==> src/tao_pkg.sv <==
// shared types and constants of the transfer and arithmetic execution datapath
// What this block does
// - eight 32-bit registers, reachable as whole, halves, and low-half bytes
// - immediate, displacement and absolute fields come in 3, 8, 16, 24 or 32 bits
// - flags hold negative, zero, overflow, carry; arithmetic sets, carry ops read
// - transfer copies reg to reg, reg to and from memory, or immediate to reg
// - peripheral-synchronised byte load and store are refused
// - stack pull equals word or long load from stack pointer with post-increment
// - stack store equals word or long store at stack pointer with pre-decrement
// - sum and difference in byte, word, long; register or immediate second operand
// - difference has no byte immediate form
// - carry sum and borrow difference are byte only and use the carry flag
// - step up and down by 1 or 2; byte operands by 1 only
// - wide steps add or subtract 1, 2 or 4, longword only
// - decimal adjust corrects a byte sum or difference into packed BCD via flags
// - unsigned multiply 8x8 to 16 or 16x16 to 32 into destination
// - signed multiply 8x8 to 16 or 16x16 to 32, two's complement
package tao_pkg;

	typedef enum logic [4:0] {
		OP_TRANSFER    = 5'h00,
		OP_LOAD        = 5'h01,
		OP_STORE       = 5'h02,
		OP_PULL        = 5'h03,
		OP_PUSH        = 5'h04,
		OP_SUM         = 5'h05,
		OP_DIFF        = 5'h06,
		OP_CARRY_SUM   = 5'h07,
		OP_BORROW_DIFF = 5'h08,
		OP_STEP_UP     = 5'h09,
		OP_STEP_DOWN   = 5'h0A,
		OP_WIDE_PLUS   = 5'h0B,
		OP_WIDE_MINUS  = 5'h0C,
		OP_BCD_SUM     = 5'h0D,
		OP_BCD_DIFF    = 5'h0E,
		OP_MUL_U       = 5'h0F,
		OP_MUL_S       = 5'h10,
		OP_PSYNC_LOAD  = 5'h11,
		OP_PSYNC_STORE = 5'h12
	} tao_op_t;

	typedef enum logic [1:0] {
		SZ_BYTE = 2'h0,
		SZ_WORD = 2'h1,
		SZ_LONG = 2'h2
	} tao_size_t;

	typedef enum logic [2:0] {
		LEN_3  = 3'h0,
		LEN_8  = 3'h1,
		LEN_16 = 3'h2,
		LEN_24 = 3'h3,
		LEN_32 = 3'h4
	} tao_len_t;

	typedef enum logic [1:0] {
		ST_IDLE = 2'h0,
		ST_MEM  = 2'h1
	} tao_state_t;

	localparam logic [2:0]  SP_INDEX    = 3'h7;
	localparam int          FLAG_N      = 3;
	localparam int          FLAG_Z      = 2;
	localparam int          FLAG_V      = 1;
	localparam int          FLAG_C      = 0;
	localparam logic [3:0]  FLAGS_RESET = 4'h0;
	localparam logic [31:0] REG_RESET   = 32'h0;
	localparam logic [31:0] BYTES_WORD  = 32'h2;
	localparam logic [31:0] BYTES_LONG  = 32'h4;
	localparam logic [7:0]  BCD_MAX     = 8'h99;
	localparam logic [3:0]  BCD_DIGIT   = 4'h9;
	localparam logic [7:0]  BCD_FIX_LO  = 8'h06;
	localparam logic [7:0]  BCD_FIX_HI  = 8'h60;

endpackage : tao_pkg
==> src/tao_exec.sv <==
// execution datapath for transfer, stack and integer arithmetic operations
`timescale 1ns/1ns
`default_nettype none
module tao_exec #(
	parameter int NUM_REGS = 8,
	parameter int DATA_W   = 32
) (
	input  wire logic              CORE_CLK,
	input  wire logic              RST_N,
	input  wire logic              OP_VALID,
	input  wire tao_pkg::tao_op_t   OP_CODE,
	input  wire tao_pkg::tao_size_t OP_SIZE,
	input  wire logic [2:0]        OP_DST,
	input  wire logic              OP_DST_HI,
	input  wire logic [2:0]        OP_SRC,
	input  wire logic              OP_SRC_HI,
	input  wire logic              OP_USE_IMM,
	input  wire logic [31:0]       OP_IMM,
	input  wire tao_pkg::tao_len_t  OP_IMM_LEN,
	input  wire logic [31:0]       OP_DISP,
	input  wire tao_pkg::tao_len_t  OP_DISP_LEN,
	input  wire logic [1:0]        OP_STEP,
	input  wire logic [31:0]       MEM_RDATA,
	input  wire logic              MEM_ACK,
	input  wire logic [2:0]        REG_RD_SEL,
	output logic                   OP_READY,
	output logic                   OP_DONE,
	output logic                   OP_ERROR,
	output logic [3:0]             FLAGS,
	output logic                   MEM_REQ,
	output logic                   MEM_WE,
	output logic [31:0]            MEM_ADDR,
	output logic [31:0]            MEM_WDATA,
	output tao_pkg::tao_size_t      MEM_SIZE,
	output logic [31:0]            REG_RD_DATA
);
	import tao_pkg::*;

	if (NUM_REGS != 8 || DATA_W != 32) begin : g_bad_param
		$error("tao_exec serves only eight 32-bit registers");
	end

	// --------------------------------------------------------------
	// operand access
	// --------------------------------------------------------------
	function automatic logic [31:0] get_opnd(input logic [31:0] r, input tao_size_t s,
		input logic hi);
		case (s)
			SZ_BYTE: get_opnd = hi ? {24'h0, r[15:8]} : {24'h0, r[7:0]};
			SZ_WORD: get_opnd = hi ? {16'h0, r[31:16]} : {16'h0, r[15:0]};
			default: get_opnd = r;
		endcase
	endfunction : get_opnd

	function automatic logic [31:0] put_opnd(input logic [31:0] r, input logic [31:0] v,
		input tao_size_t s, input logic hi);
		case (s)
			SZ_BYTE: put_opnd = hi ? {r[31:16], v[7:0], r[7:0]} : {r[31:8], v[7:0]};
			SZ_WORD: put_opnd = hi ? {v[15:0], r[15:0]} : {r[31:16], v[15:0]};
			default: put_opnd = v;
		endcase
	endfunction : put_opnd

	function automatic logic [31:0] ext_field(input logic [31:0] f, input tao_len_t l,
		input logic sgn);
		case (l)
			LEN_3:   ext_field = {29'h0, f[2:0]};
			LEN_8:   ext_field = {{24{sgn & f[7]}}, f[7:0]};
			LEN_16:  ext_field = {{16{sgn & f[15]}}, f[15:0]};
			LEN_24:  ext_field = {{8{sgn & f[23]}}, f[23:0]};
			default: ext_field = f;
		endcase
	endfunction : ext_field

	function automatic logic [31:0] size_bytes(input tao_size_t s);
		size_bytes = (s == SZ_LONG) ? BYTES_LONG : BYTES_WORD;
	endfunction : size_bytes

	logic [31:0] gr_reg [8];
	logic [3:0]  flags_reg;
	logic        half_reg;
	tao_state_t  state_reg;
	logic        pull_reg;
	logic [2:0]  ld_dst_reg;
	logic        ld_hi_reg;

	logic        accept;
	logic [31:0] a;
	logic [31:0] b;
	logic [31:0] stepv;
	logic [32:0] res;
	logic [31:0] prod;
	logic [31:0] ea;
	logic        sub;
	logic        bad;
	logic        wr_en;
	logic        mem_go;
	logic        set_nz;
	logic        set_vc;
	logic        keep_z;
	logic        clr_v;
	logic [2:0]  wr_idx;
	logic        wr_hi;
	tao_size_t   wr_size;
	tao_size_t   fsz;
	logic        rm;
	logic        am;
	logic        bm;
	logic        co;
	logic        hc;
	logic        zr;
	logic [3:0]  flags_next;
	logic        half_next;

	assign accept = OP_VALID & OP_READY;

	// --------------------------------------------------------------
	// operation decode and arithmetic
	// --------------------------------------------------------------
	always_comb begin
		a = get_opnd(gr_reg[OP_DST], OP_SIZE, OP_DST_HI);
		b = OP_USE_IMM ? ext_field(OP_IMM, OP_IMM_LEN, 1'b0)
			: get_opnd(gr_reg[OP_SRC], OP_SIZE, OP_SRC_HI);
		stepv = (OP_STEP == 2'h0) ? 32'h1 : (OP_STEP == 2'h1) ? 32'h2 : 32'h4;
		ea = (OP_USE_IMM ? ext_field(OP_IMM, OP_IMM_LEN, 1'b0)
			: gr_reg[(OP_CODE == OP_LOAD) ? OP_SRC : OP_DST])
			+ ext_field(OP_DISP, OP_DISP_LEN, 1'b1);
		prod = 32'h0;
		res = 33'h0;
		sub = 1'b0;
		bad = 1'b0;
		wr_en = 1'b0;
		mem_go = 1'b0;
		set_nz = 1'b0;
		set_vc = 1'b0;
		keep_z = 1'b0;
		clr_v = 1'b0;
		wr_idx = OP_DST;
		wr_hi = OP_DST_HI;
		wr_size = OP_SIZE;
		fsz = OP_SIZE;
		case (OP_CODE)
			OP_TRANSFER: begin
				res = {1'b0, b};
				wr_en = 1'b1;
				set_nz = 1'b1;
				clr_v = 1'b1;
			end
			OP_LOAD, OP_STORE: begin
				mem_go = 1'b1;
			end
			OP_PULL, OP_PUSH: begin
				bad = (OP_SIZE == SZ_BYTE);
				mem_go = ~bad;
				wr_en = (OP_CODE == OP_PUSH) & ~bad;
				wr_idx = SP_INDEX;
				wr_hi = 1'b0;
				wr_size = SZ_LONG;
				res = {1'b0, gr_reg[SP_INDEX] - size_bytes(OP_SIZE)};
			end
			OP_SUM, OP_DIFF, OP_CARRY_SUM, OP_BORROW_DIFF: begin
				sub = (OP_CODE == OP_DIFF) | (OP_CODE == OP_BORROW_DIFF);
				bad = (OP_CODE == OP_DIFF && OP_USE_IMM && OP_SIZE == SZ_BYTE)
					| (OP_CODE inside {OP_CARRY_SUM, OP_BORROW_DIFF} && OP_SIZE != SZ_BYTE);
				keep_z = OP_CODE inside {OP_CARRY_SUM, OP_BORROW_DIFF};
				res = sub ? {1'b0, a} - {1'b0, b} - {32'h0, keep_z & flags_reg[FLAG_C]}
					: {1'b0, a} + {1'b0, b} + {32'h0, keep_z & flags_reg[FLAG_C]};
				wr_en = ~bad;
				set_nz = 1'b1;
				set_vc = 1'b1;
			end
			OP_STEP_UP, OP_STEP_DOWN: begin
				sub = (OP_CODE == OP_STEP_DOWN);
				bad = (OP_STEP > 2'h1) | (OP_SIZE == SZ_BYTE && OP_STEP != 2'h0);
				res = sub ? {1'b0, a} - {1'b0, stepv} : {1'b0, a} + {1'b0, stepv};
				wr_en = ~bad;
				set_nz = 1'b1;
			end
			OP_WIDE_PLUS, OP_WIDE_MINUS: begin
				bad = (OP_SIZE != SZ_LONG) | (OP_STEP == 2'h3);
				res = (OP_CODE == OP_WIDE_MINUS) ? {1'b0, gr_reg[OP_DST] - stepv}
					: {1'b0, gr_reg[OP_DST] + stepv};
				wr_en = ~bad;
			end
			OP_BCD_SUM: begin
				bad = (OP_SIZE != SZ_BYTE);
				res = {1'b0, a}
					+ {25'h0, (half_reg || a[3:0] > BCD_DIGIT) ? BCD_FIX_LO : 8'h0}
					+ {25'h0, (flags_reg[FLAG_C] || a[7:0] > BCD_MAX) ? BCD_FIX_HI : 8'h0};
				wr_en = ~bad;
				set_nz = 1'b1;
			end
			OP_BCD_DIFF: begin
				bad = (OP_SIZE != SZ_BYTE);
				res = {1'b0, a} - {25'h0, half_reg ? BCD_FIX_LO : 8'h0}
					- {25'h0, flags_reg[FLAG_C] ? BCD_FIX_HI : 8'h0};
				wr_en = ~bad;
				set_nz = 1'b1;
			end
			OP_MUL_U, OP_MUL_S: begin
				bad = (OP_SIZE == SZ_LONG) | OP_USE_IMM;
				if (OP_SIZE == SZ_BYTE) begin
					prod = (OP_CODE == OP_MUL_S)
						? {16'h0, 16'($signed(gr_reg[OP_DST][7:0]) * $signed(b[7:0]))}
						: {16'h0, 16'(gr_reg[OP_DST][7:0] * b[7:0])};
					wr_size = SZ_WORD;
					fsz = SZ_WORD;
				end else begin
					prod = (OP_CODE == OP_MUL_S)
						? 32'($signed(gr_reg[OP_DST][15:0]) * $signed(b[15:0]))
						: 32'(gr_reg[OP_DST][15:0] * b[15:0]);
					wr_size = SZ_LONG;
					fsz = SZ_LONG;
				end
				res = {1'b0, prod};
				wr_hi = 1'b0;
				wr_en = ~bad;
				set_nz = (OP_CODE == OP_MUL_S);
			end
			default: bad = 1'b1;
		endcase
	end

	// --------------------------------------------------------------
	// flag evaluation
	// --------------------------------------------------------------
	always_comb begin
		case (fsz)
			SZ_BYTE: begin
				rm = res[7];
				am = a[7];
				bm = b[7];
				co = res[8];
				hc = a[4] ^ b[4] ^ res[4];
				zr = (res[7:0] == 8'h0);
			end
			SZ_WORD: begin
				rm = res[15];
				am = a[15];
				bm = b[15];
				co = res[16];
				hc = a[12] ^ b[12] ^ res[12];
				zr = (res[15:0] == 16'h0);
			end
			default: begin
				rm = res[31];
				am = a[31];
				bm = b[31];
				co = res[32];
				hc = a[28] ^ b[28] ^ res[28];
				zr = (res[31:0] == 32'h0);
			end
		endcase
		flags_next = flags_reg;
		half_next = half_reg;
		if (set_nz) begin
			flags_next[FLAG_N] = rm;
			flags_next[FLAG_Z] = keep_z ? (zr & flags_reg[FLAG_Z]) : zr;
		end
		if (clr_v)
			flags_next[FLAG_V] = 1'b0;
		if (OP_CODE inside {OP_STEP_UP, OP_STEP_DOWN})
			flags_next[FLAG_V] = (am != rm) & (sub ? am : ~am) & (res[31:0] != 32'h0);
		if (OP_CODE == OP_BCD_SUM)
			flags_next[FLAG_C] = flags_reg[FLAG_C] | (a[7:0] > BCD_MAX);
		if (set_vc) begin
			flags_next[FLAG_V] = (sub ? (am != bm) : (am == bm)) & (rm != am);
			flags_next[FLAG_C] = co;
			half_next = hc;
		end
	end

	// --------------------------------------------------------------
	// sequencing and memory access
	// --------------------------------------------------------------
	always_ff @(posedge CORE_CLK or negedge RST_N) begin
		if (!RST_N) begin
			state_reg <= ST_IDLE;
			OP_READY <= 1'b0;
			OP_DONE <= 1'b0;
			OP_ERROR <= 1'b0;
			MEM_REQ <= 1'b0;
			MEM_WE <= 1'b0;
			MEM_ADDR <= 32'h0;
			MEM_WDATA <= 32'h0;
			MEM_SIZE <= SZ_BYTE;
			pull_reg <= 1'b0;
			ld_dst_reg <= 3'h0;
			ld_hi_reg <= 1'b0;
		end else begin
			OP_DONE <= 1'b0;
			OP_ERROR <= 1'b0;
			case (state_reg)
				ST_IDLE: begin
					OP_READY <= 1'b1;
					if (accept && (bad || !mem_go)) begin
						OP_DONE <= 1'b1;
						OP_ERROR <= bad;
					end else if (accept) begin
						state_reg <= ST_MEM;
						OP_READY <= 1'b0;
						MEM_REQ <= 1'b1;
						MEM_WE <= OP_CODE inside {OP_STORE, OP_PUSH};
						MEM_SIZE <= OP_SIZE;
						pull_reg <= (OP_CODE == OP_PULL);
						ld_dst_reg <= OP_DST;
						ld_hi_reg <= OP_DST_HI;
						// stack forms take the pointer, pre-decremented for a push
						MEM_ADDR <= (OP_CODE == OP_PUSH) ? res[31:0]
							: (OP_CODE == OP_PULL) ? gr_reg[SP_INDEX] : ea;
						MEM_WDATA <= get_opnd(gr_reg[(OP_CODE == OP_PUSH) ? OP_DST : OP_SRC],
							OP_SIZE, (OP_CODE == OP_PUSH) ? 1'b0 : OP_SRC_HI);
					end
				end
				ST_MEM: begin
					if (MEM_ACK) begin
						state_reg <= ST_IDLE;
						MEM_REQ <= 1'b0;
						MEM_WE <= 1'b0;
						OP_DONE <= 1'b1;
						OP_READY <= 1'b1;
					end
				end
				default: state_reg <= ST_IDLE;
			endcase
		end
	end

	// --------------------------------------------------------------
	// general registers
	// --------------------------------------------------------------
	always_ff @(posedge CORE_CLK or negedge RST_N) begin
		if (!RST_N) begin
			for (int i = 0; i < 8; i++) begin
				gr_reg[i] <= REG_RESET;
			end
		end else if (state_reg == ST_IDLE && accept && wr_en) begin
			gr_reg[wr_idx] <= put_opnd(gr_reg[wr_idx], res[31:0], wr_size, wr_hi);
		end else if (state_reg == ST_MEM && MEM_ACK && !MEM_WE) begin
			if (pull_reg)
				gr_reg[SP_INDEX] <= gr_reg[SP_INDEX] + size_bytes(MEM_SIZE);
			// a pull into the pointer itself keeps the loaded value
			gr_reg[ld_dst_reg] <= put_opnd(gr_reg[ld_dst_reg], MEM_RDATA, MEM_SIZE,
				ld_hi_reg & ~pull_reg);
		end
	end

	// --------------------------------------------------------------
	// flags and register observation
	// --------------------------------------------------------------
	always_ff @(posedge CORE_CLK or negedge RST_N) begin
		if (!RST_N) begin
			flags_reg <= FLAGS_RESET;
			half_reg <= 1'b0;
		end else if (state_reg == ST_IDLE && accept && !bad) begin
			flags_reg <= flags_next;
			half_reg <= half_next;
		end
	end

	always_ff @(posedge CORE_CLK or negedge RST_N) begin
		if (!RST_N) begin
			FLAGS <= FLAGS_RESET;
			REG_RD_DATA <= REG_RESET;
		end else begin
			FLAGS <= flags_next;
			if (!(state_reg == ST_IDLE && accept && !bad))
				FLAGS <= flags_reg;
			REG_RD_DATA <= gr_reg[REG_RD_SEL];
		end
	end
endmodule : tao_exec
`default_nettype wire

==> config.mk <==
export PLATFORM = sky130hd
export DESIGN_NAME = tao_exec
export DESIGN_NICKNAME = d
export VERILOG_FILES = /design/src/tao_pkg.sv /design/src/tao_exec.sv
export SDC_FILE = /design/constraint.sdc
export NUM_CORES = 2
export LEC_CHECK = 0
export BUFFER_PORTS_ARGS = -buffer_cell sky130_fd_sc_hd__buf_2
export CAP_MARGIN = 10
export CELL_PAD_IN_SITES_DETAIL_PLACEMENT = 0
export CELL_PAD_IN_SITES_GLOBAL_PLACEMENT = 1
export CORE_MARGIN = 1.5
export CORE_UTILIZATION = 41
export CTS_BUF_LIST = sky130_fd_sc_hd__clkbuf_4 sky130_fd_sc_hd__clkbuf_8
export CTS_CLUSTER_DIAMETER = 40
export CTS_CLUSTER_SIZE = 24
export DETAILED_ROUTE_END_ITERATION = 7
export MAX_ROUTING_LAYER = met4
export PLACE_DENSITY = 0.72
export SLEW_MARGIN = 20
export SYNTH_ARGS = -nofsm -noshare
export SYNTH_HDL_FRONTEND = slang
export SYNTH_SLANG_ARGS = --single-unit
==> constraint.sdc <==
create_clock -name CORE_CLK -period 30.4 [get_ports CORE_CLK]
set_input_delay 0 -clock CORE_CLK [delete_from_list [all_inputs] [get_ports CORE_CLK]]
set_output_delay 0 -clock CORE_CLK [all_outputs]
set_load 0.005 [all_outputs]
==> results.md <==
* Run status: complete, but fails checks
* Failing checks: design-rule violations
* Layout Nets at 8869
* Slew headroom at 9.49%
* Pwr Density at 132 mW/mm^2
* Antenna violations before repair at 51
* Yosys cell types at 109
* Arr. time, crit path at 12.98 ns
* Syn_nets at 8727
* First-pass GRT wire length at 541 mm
* Synthesized area at 0.0656 sq mm
* Port Buffer Count at 233
* Crit path largest cell delay at 0.93 ns
* Mapped Cells at 7728
* Sequential fraction of the synthesis area at 14.1%
* Peak fanout along the critical path at 12
* Cts bufs inserted at 67
* Initial core utilization at 41.4%
* Final setup fails at 0
* Reg area at 0.00924 sq mm
* Metal-1 WL at 137 mm
* Tcrit/Tclk final at 40.7%
* Post-synth EDFFs at 0
* Reg clk slew, reported paths at 0.08 ns
* Met2 WL post-DR at 167 mm
* Placer Congestion at 1.12
* Async set or reset register ratio after synthesis at 100%
* VDD IR max at 0.200 mV
* Minimum clock period at 12.36 ns
* Post-synth top flop: dfrtp_1
* Clk_skew at 0.0583 ns
* Area grow syn2layout at 10.2%
* Slowest CP cell: a311oi_1
* Core ar. at 0.159 sq mm
* Layout cells sized above 1 at 15.3%
* Remaining global-route overflow at 0
* Die height at 403 microns
* Yosys reg bits at 369
* Maxcap violations at 0
* Synth Warn # at 0
* Hold Fails Final Rpt at 0
* Required @ worst endpoint at 31.02 ns
* Place WS at 17.99 ns
* P_leak at 32.8 nW
* DR WL/cell at 38.8 microns
* Worst skew pair latency at 0.78 ns
* Nature of the critical path endpoint: register
* 1st-pass router iterations at 8
* Die Wd at 403 microns
* Post-synth top area share at 14.1%
* Clock tree buffer depth at 3
* Crit-path most repeated cell: inv_1
* Largest net degree at the start of global routing at 89
* Synth top area cells: dfrtp_1 14%, fa_1 14%, mux4_2 11%, ha_1 8.0%, inv_1 4.6%
* CTS root buf: clkbuf_8
* Wirelength, routed at 390 mm
* Vias per inst at 6.97
* Routed wl met3 at 46.8 mm
* DP Wirelength at 298 mm
* Top Ports at 234
* CTS sink cnt at 369
* Top sig layer: met4
* CTS tree: yes
* Final ANT Viol Nets at 0
* H-tree levels at 3
* Critical path class: register to register
* Vias in the first global route at 67500
* Row count at 146
* DR vias at 70000
* TNS Setup at 0 ns
* Fillers at 15700
* All-layer global routing usage at 49.0%
* Largest area contributor in the netlist: dfrtp_1
* Unrepaired setup endpoints after global routing: false
* CP Buf/Inv Count at 8
* Largest delay share family, worst path: compound AO/OA/AOI/OAI gates
* Die area at 0.162 sq mm
* Initial DRC count at 10300
* Multi-input logic area at 0.0518 sq mm
* Max FFs per register at 256
* Mean Syn Cell Area at 8.49 sq um
* Slew Viols, Final at 0
* Worst-Margin Slew at 1.32 ns
* Hold Path Class: input pin to register
* Setup ws final at 18.04 ns
* Residual DRC count at 6
* Core Util, Final at 45.6%
* PostCTS Resize Cnt at 0
* Startpoint Class: register
* Fmax at 0.0809 GHz
-- cells in the final DEF (no fill, tap or decap), drive strengths merged, types with 62 or more instances in the layout --
cell type and count:
a22oi 75, a21oi 471, xor2 105, buf 517, o211ai 67, mux2i 293, nor2 670, o221ai 144
mux4 310, a211oi 86, o21a 62, nor3 160, clkbuf 80, mux2 85, nand3 128, fa 452
dfrtp 369, o21ai 422, a21o 97, o22ai 99, nand2 751, ha 420, xnor2 154, inv 831
a221o 83
-- Yosys cell counts, drive strengths merged (28+ instances only) --
master,number
inv,819
nand2,751
nor2,670
a21oi,471
fa,452
o21ai,422
ha,420
clkbuf,395
dfrtp,369
mux4,310
mux2i,293
nor3,160
xnor2,154
o221ai,144
nand3,128
xor2,105
o22ai,99
a21o,97
buf,93
a211oi,86
mux2,85
a221o,83
a22oi,75
o211ai,67
o21a,62
nor4,61
a221oi,56
and2,52
a31oi,51
nand2b,51
nand4,51
nor2b,50
and3,47
o31ai,47
or3,42
or2,37
o21bai,28
-- logic make-up after synthesis --
logic type,count (synthesis),synth area share (%)
buffers and inverters,1315,7.75
muxes,688,16.6
and+or+nand+nor,2203,15.4
adders and majority gates,873,21.8
xor gates and xnor gates,259,3.46
AOI/OAI and AO/OA,2021,20.8
DFF,369,14.1
-- power by group --
group	internal (W)	switching (W)	leakage [nW]
clock network	0.000309	0.000278	0.790
registers	0.000631	0.000316	4.91
logic	0.00292	0.00511	27.1
total	0.00386	0.00570	32.8
-- through the flow --
step	power (W)	area, sq um	instances	hold slack (ns)
after floorplan	0.00598	65600	7728	-0.296
after global placement	0.00868	69900	9822	0.0511
after detailed placement	0.00870	70000	9823	0.0594
after CTS	0.00938	72000	9986	0.0134
after global routing	0.0103	72300	10000	0.0617
final	0.00957	72300	10100	0.0453
-- layer usage --
metal	track usage [%]	vias to the layer above
met5	-	-
met1	54.7	34700
met4	39.2	0
met2	70.6	5323
li1	-	28400
met3	17.3	1625
-- path summary, 6_finish.rpt --
path                       slack (ns)             end     startpoint  cells past startpoint
min reg2reg                      0.48   MEM_WDATA[16]  MEM_WDATA[16]                      2
max reg2reg                     18.04      gr_reg[93]    gr_reg[181]                     34
min                              0.05     MEM_ADDR[1]     OP_DISP[1]                      6
max in group asynchronous       27.66     gr_reg[185]          RST_N                      6
max                             18.04      gr_reg[93]    gr_reg[181]                     34
min in group asynchronous        0.31  REG_RD_DATA[3]          RST_N                      4
-- repair_timing --
item | 4_1_cts | 5_1_grt
hold endpoints to repair | 291 | 0
hold buffers | 43 | 0
setup buffers | 0 | 0
-- worst reg2reg max path, delay by kind of cell, from the launching register on --
family,cells,cell delay (ns)
compound gates,13,5.06
fa+ha+maj,7,3.42
simple gates,3,1.25
buf+inv,8,1.03
mux,2,0.83
flops,1,0.50
xor+xnor,1,0.10
-- cell type report --
| class | count | area share [%] |
|---|---|---|
| multi-input cells | 6044 | 71.7 |
| flip-flops and latches | 369 | 12.8 |
| repair buffers | 561 | 5.25 |
| inverters | 827 | 4.29 |
| well taps | 2072 | 3.59 |
| clock buffers | 78 | 1.45 |
| clock inverters | 42 | 0.713 |
| diodes | 60 | 0.208 |
No activity file was read; power rests on OpenSTA's default activity.
